===== config.mk =====
export PLATFORM = sky130hd
export DESIGN_NAME = umdf_top
export DESIGN_NICKNAME = d
export VERILOG_FILES = /design/src/common/umdf_pkg.sv /design/src/hdl/umdf_top.sv /design/src/hdl/umdf_classify.sv
export SDC_FILE = /design/constraint.sdc
export NUM_CORES = 1
export LEC_CHECK = 0
export BUFFER_PORTS_ARGS = -buffer_cell sky130_fd_sc_hd__buf_2
export CAP_MARGIN = 20
export CELL_PAD_IN_SITES_DETAIL_PLACEMENT = 0
export CELL_PAD_IN_SITES_GLOBAL_PLACEMENT = 2
export CORE_AREA = 2 2 90 92
export DETAILED_ROUTE_END_ITERATION = 12
export DIE_AREA = 0 0 92 94
export PLACE_DENSITY_LB_ADDON = 0.1
export REMOVE_ABC_BUFFERS = 1
export SLEW_MARGIN = 20
export SYNTH_ARGS = -nofsm -noshare
export SYNTH_HDL_FRONTEND = slang
export SYNTH_SLANG_ARGS = --single-unit

===== constraint.sdc =====
create_clock -name clk -period 1.89 [get_ports clk]
set_input_delay 0.189 -clock clk [delete_from_list [all_inputs] [get_ports clk]]
set_output_delay 0.189 -clock clk [all_outputs]
set_load 0.02 [all_outputs]

===== src/common/umdf_pkg.sv =====
package umdf_pkg;
    // ********************************************************
    // register map (word offsets, byte addresses)
    // ********************************************************
    localparam logic [3:0] ADR_CTRL_STATUS_A = 4'h0;   // ctrl_status_a
    localparam logic [3:0] ADR_CTRL_B        = 4'h4;   // size high bit, ninth bits
    localparam logic [3:0] ADR_CTRL_C        = 4'h8;   // size low bits, stop select
    localparam logic [3:0] ADR_DATA          = 4'hC;   // data_buffer_port

    // ********************************************************
    // field positions
    // ********************************************************
    localparam int POS_FILTER_EN = 0;  // multidrop_filter_enable in ctrl_status_a
    localparam int POS_TXC       = 6;  // tx_complete_flag
    localparam int POS_RXC       = 7;  // rx_complete_flag
    localparam int POS_TX_NINTH  = 0;  // tx_ninth_bit in ctrl b
    localparam int POS_RX_NINTH  = 1;  // rx_ninth_bit in ctrl b
    localparam int POS_SIZE_HI   = 2;  // char_size_sel bit 2 in ctrl b
    localparam int POS_SIZE_LO   = 1;  // char_size_sel bits 1:0 in ctrl c
    localparam int POS_TWO_STOP  = 3;  // two_stop_sel in ctrl c

    // ********************************************************
    // reset values and codes
    // ********************************************************
    localparam logic [2:0] SIZE_RST  = 3'h3;  // eight data bits
    localparam logic [2:0] SIZE_NINE = 3'h7;  // nine data bits
    localparam logic       FILT_RST  = 1'h0;

    // received frame from the serial datapath
    typedef struct packed {
        logic       valid;     // one-cycle strobe
        logic [8:0] data;      // data bits, bit 8 for nine-bit frames
        logic       stop1;     // first stop bit as sampled
    } umdf_frame_t;

    // receive state
    typedef enum logic [1:0] {
        UMDF_EMPTY = 2'b00,
        UMDF_FULL  = 2'b01
    } umdf_state_t;
endpackage


===== src/hdl/umdf_top.sv =====
`timescale 1ns/10ps
`default_nettype none
module umdf_top
(
    input  wire logic                   clk,
    input  wire logic                   rstn,
    // classic wishbone slave
    input  wire logic                   cyc_i,
    input  wire logic                   stb_i,
    input  wire logic                   we_i,
    input  wire logic [3:0]             adr_i,
    input  wire logic [3:0]             sel_i,
    input  wire logic [31:0]            dat_i,
    output logic [31:0]                 dat_o,
    output logic                        ack_o,
    // received frame from serial datapath
    input  wire umdf_pkg::umdf_frame_t  rx_frame,
    // transmitter events and handshake
    input  wire logic                   tx_done,      // frame shifted out, pulse
    input  wire logic                   tx_irq_ack,   // transmit interrupt serviced
    output logic                        tx_load,      // data for transmitter, pulse
    output logic [8:0]                  tx_data,
    output logic [2:0]                  char_size,
    output logic                        two_stop,
    output logic                        rx_complete_flag
);
    // ********************************************************
    // registers
    // ********************************************************
    logic                  filt_r;        // multidrop_filter_enable
    logic                  txc_r;         // tx_complete_flag
    logic [2:0]            size_r;        // char_size_sel
    logic                  stop_r;        // two_stop_sel
    logic                  txn_r;         // tx_ninth_bit
    logic [8:0]            rxd_r;         // receive buffer
    umdf_pkg::umdf_state_t st_r;          // buffer state
    logic                  ack_r;
    logic [31:0]           dat_r;
    logic                  load_r;
    logic [8:0]            txd_r;

    // ********************************************************
    // bus decode
    // ********************************************************
    wire req      = cyc_i & stb_i & ~ack_r;
    wire wr       = req & we_i & sel_i[0];
    wire rd       = req & ~we_i;
    wire wr_a     = wr & (adr_i == umdf_pkg::ADR_CTRL_STATUS_A);
    wire wr_b     = wr & (adr_i == umdf_pkg::ADR_CTRL_B);
    wire wr_c     = wr & (adr_i == umdf_pkg::ADR_CTRL_C);
    wire wr_d     = wr & (adr_i == umdf_pkg::ADR_DATA);
    wire rd_d     = rd & (adr_i == umdf_pkg::ADR_DATA);
    wire full     = (st_r == umdf_pkg::UMDF_FULL);

    // ********************************************************
    // frame classification
    // ********************************************************
    logic is_addr;
    logic accept;
    umdf_classify u_cls
    (
        .filter_en (filt_r),
        .char_size (size_r),
        .frame     (rx_frame),
        .is_addr   (is_addr),
        .accept    (accept)
    );

    // read mux, unmapped reads zero
    wire [7:0] reg_a = {full, txc_r, 5'h00, filt_r};
    wire [7:0] reg_b = {5'h00, size_r[2], rxd_r[8], txn_r};
    wire [7:0] reg_c = {4'h0, stop_r, size_r[1:0], 1'h0};
    wire [31:0] rd_mux =
        (adr_i == umdf_pkg::ADR_CTRL_STATUS_A) ? {24'h000000, reg_a} :
        (adr_i == umdf_pkg::ADR_CTRL_B)        ? {24'h000000, reg_b} :
        (adr_i == umdf_pkg::ADR_CTRL_C)        ? {24'h000000, reg_c} :
        (adr_i == umdf_pkg::ADR_DATA)          ? {24'h000000, rxd_r[7:0]} : 32'h00000000;

    // transmit flag: set beats clear
    wire txc_nxt = tx_done | (txc_r & ~(wr_a & dat_i[umdf_pkg::POS_TXC]) & ~tx_irq_ack);
    // receive state: a new accepted frame wins over a read
    wire st_full_nxt = accept | (full & ~rd_d);

    // ********************************************************
    // bus and control registers
    // ********************************************************
    always_ff @(posedge clk)
    begin
        if (!rstn)
        begin
            ack_r  <= 1'b0;
            dat_r  <= 32'h00000000;
            filt_r <= umdf_pkg::FILT_RST;
            txc_r  <= 1'b0;
            size_r <= umdf_pkg::SIZE_RST;
            stop_r <= 1'b0;
            txn_r  <= 1'b0;
        end
        else
        begin
            ack_r <= req;
            dat_r <= rd ? rd_mux : 32'h00000000;
            txc_r <= txc_nxt;
            if (wr_a)
                filt_r <= dat_i[umdf_pkg::POS_FILTER_EN];
            if (wr_b)
            begin
                size_r[2] <= dat_i[umdf_pkg::POS_SIZE_HI];
                txn_r     <= dat_i[umdf_pkg::POS_TX_NINTH];
            end
            if (wr_c)
            begin
                size_r[1:0] <= dat_i[umdf_pkg::POS_SIZE_LO +: 2];
                stop_r      <= dat_i[umdf_pkg::POS_TWO_STOP];
            end
        end
    end

    // ********************************************************
    // receive buffer and transmit path
    // ********************************************************
    always_ff @(posedge clk)
    begin
        if (!rstn)
        begin
            st_r   <= umdf_pkg::UMDF_EMPTY;
            rxd_r  <= 9'h000;
            load_r <= 1'b0;
            txd_r  <= 9'h000;
        end
        else
        begin
            st_r   <= st_full_nxt ? umdf_pkg::UMDF_FULL : umdf_pkg::UMDF_EMPTY;
            if (accept)
                rxd_r <= rx_frame.data;
            // transmit takes no account of the filter
            load_r <= wr_d;
            if (wr_d)
                txd_r <= {txn_r, dat_i[7:0]};
        end
    end

    assign dat_o            = dat_r;
    assign ack_o            = ack_r;
    assign tx_load          = load_r;
    assign tx_data          = txd_r;
    assign char_size        = size_r;
    assign two_stop         = stop_r;
    assign rx_complete_flag = full;
endmodule
`default_nettype wire


===== src/hdl/umdf_classify.sv =====
`timescale 1ns/10ps
`default_nettype none
// ********************************************************
// frame type decode
// ********************************************************
module umdf_classify
(
    input  wire logic               filter_en,
    input  wire logic [2:0]         char_size,
    input  wire umdf_pkg::umdf_frame_t frame,
    output logic                    is_addr,
    output logic                    accept
);
    // type bit: ninth bit for nine-bit size, else first stop bit
    wire nine     = (char_size == umdf_pkg::SIZE_NINE);
    wire type_bit = nine ? frame.data[8] : frame.stop1;
    assign is_addr = type_bit;
    // data frames dropped only while filtering
    assign accept  = frame.valid & (~filter_en | type_bit);
endmodule
`default_nettype wire


# --- Yosys cells after proc, flatten, opt, wreduce, memory -nomap -nowiden ---
# Cells that the tools add are included.
# W data, S select, Z words.
op_classes:
  eq_ne: 5
  n_mux: 6
  n_bitwise: 27
  reduce_logical: 6
op_table:
  columns: ["cell", "n"]
  rows:
  - ["$mux W8", 4]
  - ["$and A1 B1 Y1", 15]
  - ["$not A1 Y1", 9]
  - ["$eq A4 B4 Y1 const B", 2]
  - ["$reduce_or A6 Y1", 1]
  - ["$reduce_or A5 Y1", 1]
  - ["$eq A4 B3 Y1 const B", 1]
  - ["$logic_not A4 Y1", 1]
  - ["$reduce_or A4 Y1", 1]
  - ["$eq A3 B3 Y1 const B", 1]
  - ["$or A1 B1 Y1", 3]
  - ["$reduce_or A3 Y1", 1]
  - ["$eq A2 B1 Y1 const B", 1]
  - ["$mux W1", 2]
  - ["$reduce_and A2 Y1", 1]
totals:
  reg_bits: 61
  output_inout_bits: 48

# --- Logic depth before layout (Yosys ltp) ---
# Gate-level depths: netlist of run 1.
logic_depth:
  word_depth: 10
  ltp_mapped: 6
  mapped_depth_nobuf: 4

# --- Modules after synthesis ---
# A second synthesis of run 1 with hierarchy kept.
hier_totals:
  cells_unflattened: 171
  area_unflattened_um2: 1655.3
by_module_without_submodules:
  columns: ["module", "instances", "cells_each", "area_per_inst_um2", "seq_area_each_um2"]
  rows:
  - ["umdf_top", 1, 167, 1624.1, 720.7]
  - ["umdf_classify", 1, 4, 31.3, 0.0]

# --- Least setup slack after synthesis of run 1 ---
# Ideal clock, no wire load.
synth_timing:
  kind: "register to register"
  start: "register ack_r, in the netlist ack_o"
  end: "register size_r[0], in the netlist char_size[0]"
  setup_time_ps: 129
  t_arrival_ps: 1313
  t_required_ps: 1761
  slack_ps: 448
  stages_incl_launch_ff: 5
  n_path_buf: 0
  path_cell_list: "dfxtp_1 > nand3b_2 > nor4_4 > mux2i_1 > nand2_1"
synth_via:
  elab_chain_len: 5
synth_lines:
  columns: ["item", "line_no", "source"]
  rows:
  - ["from (decl)", "umdf_top.sv:37", "logic ack_r;"]
  - ["from (signal assigned)", "umdf_top.sv:101", "ack_r <= req;"]
  - ["$not A1 Y1", "umdf_top.sv:45", "wire req = cyc_i & stb_i & ~ack_r;"]
  - ["$and A1 B1 Y1", "umdf_top.sv:45", null]
  - ["$and A1 B1 Y1 (2 in series)", "umdf_top.sv:46", "wire wr = req & we_i & sel_i[0];"]
  - ["$and A1 B1 Y1", "umdf_top.sv:50", "wire wr_c = wr & (adr_i == umdf_pkg::ADR_CTRL_C);"]
  - ["to (signal assigned)", "umdf_top.sv:95", "size_r <= umdf_pkg::SIZE_RST;"]
  - ["to (signal assigned)", "umdf_top.sv:113", "size_r[1:0] <= dat_i[umdf_pkg::POS_SIZE_LO +: 2];"]
  - ["to (decl)", "umdf_top.sv:32", "logic [2:0] size_r;"]
# No other way between the ends.
# A chain may end at the register's enable or synchronous reset.

# --- Final worst setup path of run 1 ---
layout_timing:
  start: "register ack_r, in the netlist ack_o"
  end: "register size_r[1], in the netlist char_size[1]"
# The elaborated chain is that of the path after synthesis.

==> impl_metrics.csv, run 1 <==
group,metric,value,unit
run_status,status,"completed",
power,ir_drop,241,uV
route,drc,0,
logic_synthesis,synth-edff-count,0,
grt,antenna_found_initial,0,
route,ant_nets,0,
sta,hold_slack,119,ps
sta,tns,0,ps
grt,grt_start_max_net_pins,22,
route,via_count,1279,
logic_synthesis,synth_top_cell_by_area,"dfxtp_1",
clocking,clk_path_buf_depth,2,
clocking,numCtsBuffers,5,
setup_path,start_kind,"flop",
setup_path,crit_chain,"nand3b_2, nor4_4, mux2i_1, nand2_1",
placed_design,gp_congestion,0.681,
route,avgRoutedWirePerCell,12.4,um
logic_synthesis,async_flop_share,0,
logic_synthesis,netlist_instances,172,
grt,grt_pass1_wl,6.67,mm
sta,hold_viol,0,
setup_path,crit_slowest_cell,"nor4_4",
logic_synthesis,netlist_top_cells_count,"36 x dfxtp_1, 26 x buf_4, 26 x mux2i_1",
clocking,post_cts_buffers,0,
placed_design,port_buffers,54,
setup_path,worstSetupPathType,"reg2reg",
power,powerDensity,811,nW/um2
logic_synthesis,yosys_warnings,0,
route,dr.pass1.iters,4,
floorplan,die_area,8650,um2
clocking,h-tree-depth,2,
grt,grt_use_total,0.102,
logic_synthesis,synth_area_leaders,"dfxtp_1 44%, mux2i_1 16%, buf_4 12%",
finish,stdcell_count,336,
sta,setup_viol,0,
finish,diodes,0,
setup_path,path_max_fanout,8,
sta,slew_viol_final,0,
sta,max_freq,655,MHz
floorplan,fp.dieW,92,um
setup_path,cp_top_family,"simple AND/OR/NAND/NOR gates",
sta,skew,7.64,ps
setup_path,crit_buf_inv,0,
setup_path,critPathArrivalTime,1700,ps
route,viasPerCell,3.81,
finish,finalNetCount,291,
sta,rsz0062_at_grt,"false",
placed_design,placed_cells,328,
finish,syn_to_final_growth,28.3,%
sta,min_period,1530,ps
clocking,cts-hold-fix-buffers,0,
finish,drive_gt1_frac,0.333,
floorplan,fp.dieH,94,um
floorplan,start_util,0.216,
floorplan,row_count,32,
route,totalWireLength,4.16,mm
clocking,clock-sinks,36,
min_path,worstHoldPathType,"in2reg",
logic_synthesis,ys_ff_latch,36,
clocking,clk_pin_slew,80,ps
setup_path,cpPeakStageDelay,490,ps
clocking,cts_resized,0,
flow_run,maxCapViolCount,0,
logic_synthesis,synthFlopType,"dfxtp_1",
floorplan,io_pins,106,
sta,finalCritPeriodShare,0.808,
logic_synthesis,synth_cell_types,32,
logic_synthesis,syn-mean-instance-area,9.54,um2
logic_synthesis,yosysTopAreaCellShare,0.439,
clocking,clk_latency,290,ps
power,p_leak,0.955,nW
logic_synthesis,synth_most_common_cell,"dfxtp_1",
clocking,cts_tree,"yes",
logic_synthesis,synth_area,1640,um2
floorplan,core_area,7610,um2
clocking,clockRootBuffer,"clkbuf_8",
setup_path,cp-end-kind,"flop",
logic_synthesis,synth_sequential_area_ratio,0.439,
grt,overflow,0,
placed_design,hpwl,3.08,mm
route,drtIter0Drc,42,
setup_path,cp.required,2070,ps
grt,grt_pass1_vias,1273,
-- power breakdown --
| part | switching, W | internal, W |
|---|---|---|
| Clock | 0.000284 | 0.000466 |
| Sequential | 0.00000916 | 0.000774 |
| Combinational | 0.000113 | 0.0000616 |
| Total | 0.000407 | 0.00130 |
-- metrics by stage --
step,instance area (um2),utilization,total power (W),setup WS (ps)
floorplan,1520,-,0.000898,133
global placement,1980,0.260,0.000979,332
detailed placement,1980,0.260,0.000978,338
CTS,2110,0.277,0.00174,324
global route,2110,0.277,0.00180,227
finish,2110,0.277,0.00171,363
-- cell families after synthesis --
group | after synthesis | share of synthesized area
muxes | 28 | 0.172
DFF | 36 | 0.439
buffers and inverters | 32 | 0.133
AOI/OAI and AO/OA | 13 | 0.0534
other | 1 | 0.00228
and+or+nand+nor | 62 | 0.200
-- cell type report --
| class | count | area, um2 |
|---|---|---|
| clock buffer | 7 | 96.3 |
| clock inverter | 1 | 30.0 |
| fill | 860 | 5500 |
| inverter | 2 | 7.51 |
| multi-input combinational | 127 | 788 |
| sequential | 36 | 721 |
| tap | 102 | 128 |
| timing repair buffer | 61 | 335 |
-- metal layers --
| metal | routed length, um | vias up | GRT usage |
|---|---|---|---|
| met5 | 0 | - | 0 |
| met4 | 44 | 0 | 0.0299 |
| met3 | 323 | 5 | 0.0417 |
| met2 | 1840 | 53 | 0.161 |
| met1 | 1950 | 568 | 0.129 |
| li1 | - | 653 | - |
-- cell usage in the layout, fill, tap and decap left out, drive strengths merged --
master and count:
buf 61, and2 1, nand2b 2, nand3 1, a22oi 4, dfxtp 36
and3 2, or3b 1, mux2i 26, and2b 1, nor2 22, and4bb 2
inv 1, nor3 2, clkbuf 7, nand3b 2, o21a 2, a221oi 1
a21oi 2, nor4 2, mux2 2, clkinv 1, nand2 21, o21ai 2
conb 24, bufinv 1, nor3b 2, or3 1, a21boi 1, a31oi 1
-- path summary, 6_finish.rpt --
kind	to	slack [ps]	cells after the start	start
max	char_size[1]	360	4	ack_o
min	txc_r	120	2	tx_done
max reg2reg	char_size[1]	360	4	ack_o
min reg2reg	rxd_r[4]	460	2	rxd_r[4]
-- state kept, by name, indices dropped and copies added (netlist names) --
name and count:
filt_r 1, rxd_r 9, txc_r 1, dat_o 8
char_size 3, ack_o 1, two_stop 1, tx_data 9
st_r 1, txn_r 1, tx_load 1
(Power assumes the default switching activity.)
==> run 2: changes to the inputs <==
- CORE_AREA: 2 2 90 92 -> 2 2 94 96
- DIE_AREA: 0 0 92 94 -> 0 0 96 98
- clock period: 1.89 -> 1.4 ns (I/O delays scaled with it)
==> impl_metrics.csv, run 2 (synthesis results as in run 1) <==
group,metric,value,unit
clocking,numCtsBuffers,5,
floorplan,fp.dieH,98,um
clocking,clk_pin_slew,70,ps
route,dr.pass1.iters,4,
finish,drive_gt1_frac,0.361,
clocking,cts_tree,"yes",
sta,max_freq,759,MHz
clocking,clk_path_buf_depth,2,
setup_path,cp.required,1580,ps
setup_path,critPathArrivalTime,1500,ps
route,viasPerCell,3.67,
route,drtIter0Drc,11,
min_path,whs_path_depth,2,
clocking,h-tree-depth,2,
power,powerDensity,950,nW/um2
setup_path,cp-end-kind,"flop",
setup_path,start_kind,"flop",
clocking,clockRootBuffer,"clkbuf_8",
setup_path,path_max_fanout,5,
sta,min_period,1320,ps
clocking,clock-sinks,36,
clocking,clk_latency,280,ps
sta,rsz0062_at_grt,"true",
flow_run,maxCapViolCount,0,
grt,grt_pass1_vias,1290,
finish,diodes,0,
grt,antenna_found_initial,0,
route,ant_nets,0,
finish,syn_to_final_growth,33.2,%
sta,tns,0,ps
run_status,status,"completed",
finish,finish.utilization,0.258,
route,avgRoutedWirePerCell,12.0,um
setup_path,worstSetupPathType,"reg2reg",
power,p_leak,1.02,nW
sta,setup_viol,0,
grt,grt_use_total,0.0934,
floorplan,start_util,0.194,
route,totalWireLength,4.21,mm
clocking,cts-hold-fix-buffers,0,
sta,finalCritPeriodShare,0.941,
finish,num-fill-cells,922,
floorplan,io_pins,106,
floorplan,row_count,34,
sta,hold_viol,0,
sta,skew,2.63,ps
route,via_count,1293,
placed_design,gp_congestion,0.662,
clocking,post_cts_buffers,0,
sta,slew_viol_final,0,
grt,grt_start_max_net_pins,22,
floorplan,fp.dieW,96,um
floorplan,core_area,8470,um2
finish,layout_commonest_cell,"buf_2",
floorplan,die_area,9410,um2
grt,overflow,0,
grt,grt_pass1_wl,6.62,mm
placed_design,port_buffers,54,
setup_path,rr_worst_depth,5,
finish,finalNetCount,301,
min_path,worstHoldPathType,"in2reg",
power,ir_drop,305,uV
route,drc,0,
placed_design,hpwl,3.28,mm
finish,layout_common_cells,"54 x buf_2, 36 x dfxtp_1, 26 x mux2i_1",
-- run 2: critical path, stage by stage, from the launching register on --
cell	delay (ps)
dfxtp_1	310
nand3b_4	200
buf_4	180
nor3b_4	250
a21oi_1	100
o21a_1	160
-- run 2: routing by layer --
layer	GRT usage	vias to the layer above	share of wire
li1	-	669	-
met1	0.121	579	0.46
met2	0.143	40	0.46
met3	0.0340	5	0.062
met4	0.0297	0	0.013
met5	0	-	0
-- run 2: report_power, final --
part,internal [W],total [W],switching (W)
Sequential,0.00105,0.00106,0.0000119
Combinational,0.0000954,0.000254,0.000159
Clock,0.000402,0.000764,0.000362
Total,0.00154,0.00208,0.000533
-- run 2: through the flow --
stage	worst slack, ps	hold WS, ps	instance area [um2]	power, W	cells
2_1_floorplan	-357	202	1520	0.00121	165
3_3_place_gp	-103	357	2060	0.00133	344
6_report	82.1	67.0	2190	0.00208	352
5_1_grt	-28.4	56.7	2190	0.00218	352
4_1_cts	48.4	54.9	2170	0.00212	352
3_5_place_dp	-96.2	363	2060	0.00133	344
-- run 2: what timing repair did --
item	CTS	global route
setup endpoints to repair	22	9
gates resized for setup	3	3
pin swaps	0	2
hold endpoints to repair	0	0
-- run 2: final timing paths --
kind | slack (ps) | startpoint | endpoint
hold / removal | 70 | tx_done | txc_r
hold reg to reg | 460 | rxd_r[1] | rxd_r[1]
setup / recovery | 80 | ack_o | txc_r
setup reg to reg | 80 | ack_o | txc_r
-- run 2: cell type report --
type | count | area [um2] | share of cell area
Inverter | 2 | 7.51 | 0.00343
Timing Repair Buffer | 71 | 414 | 0.189
Clock buffer | 8 | 90.1 | 0.0412
Multi-Input combinational cell | 127 | 818 | 0.374
Sequential cell | 36 | 721 | 0.330
Tap cell | 108 | 135 | 0.0618
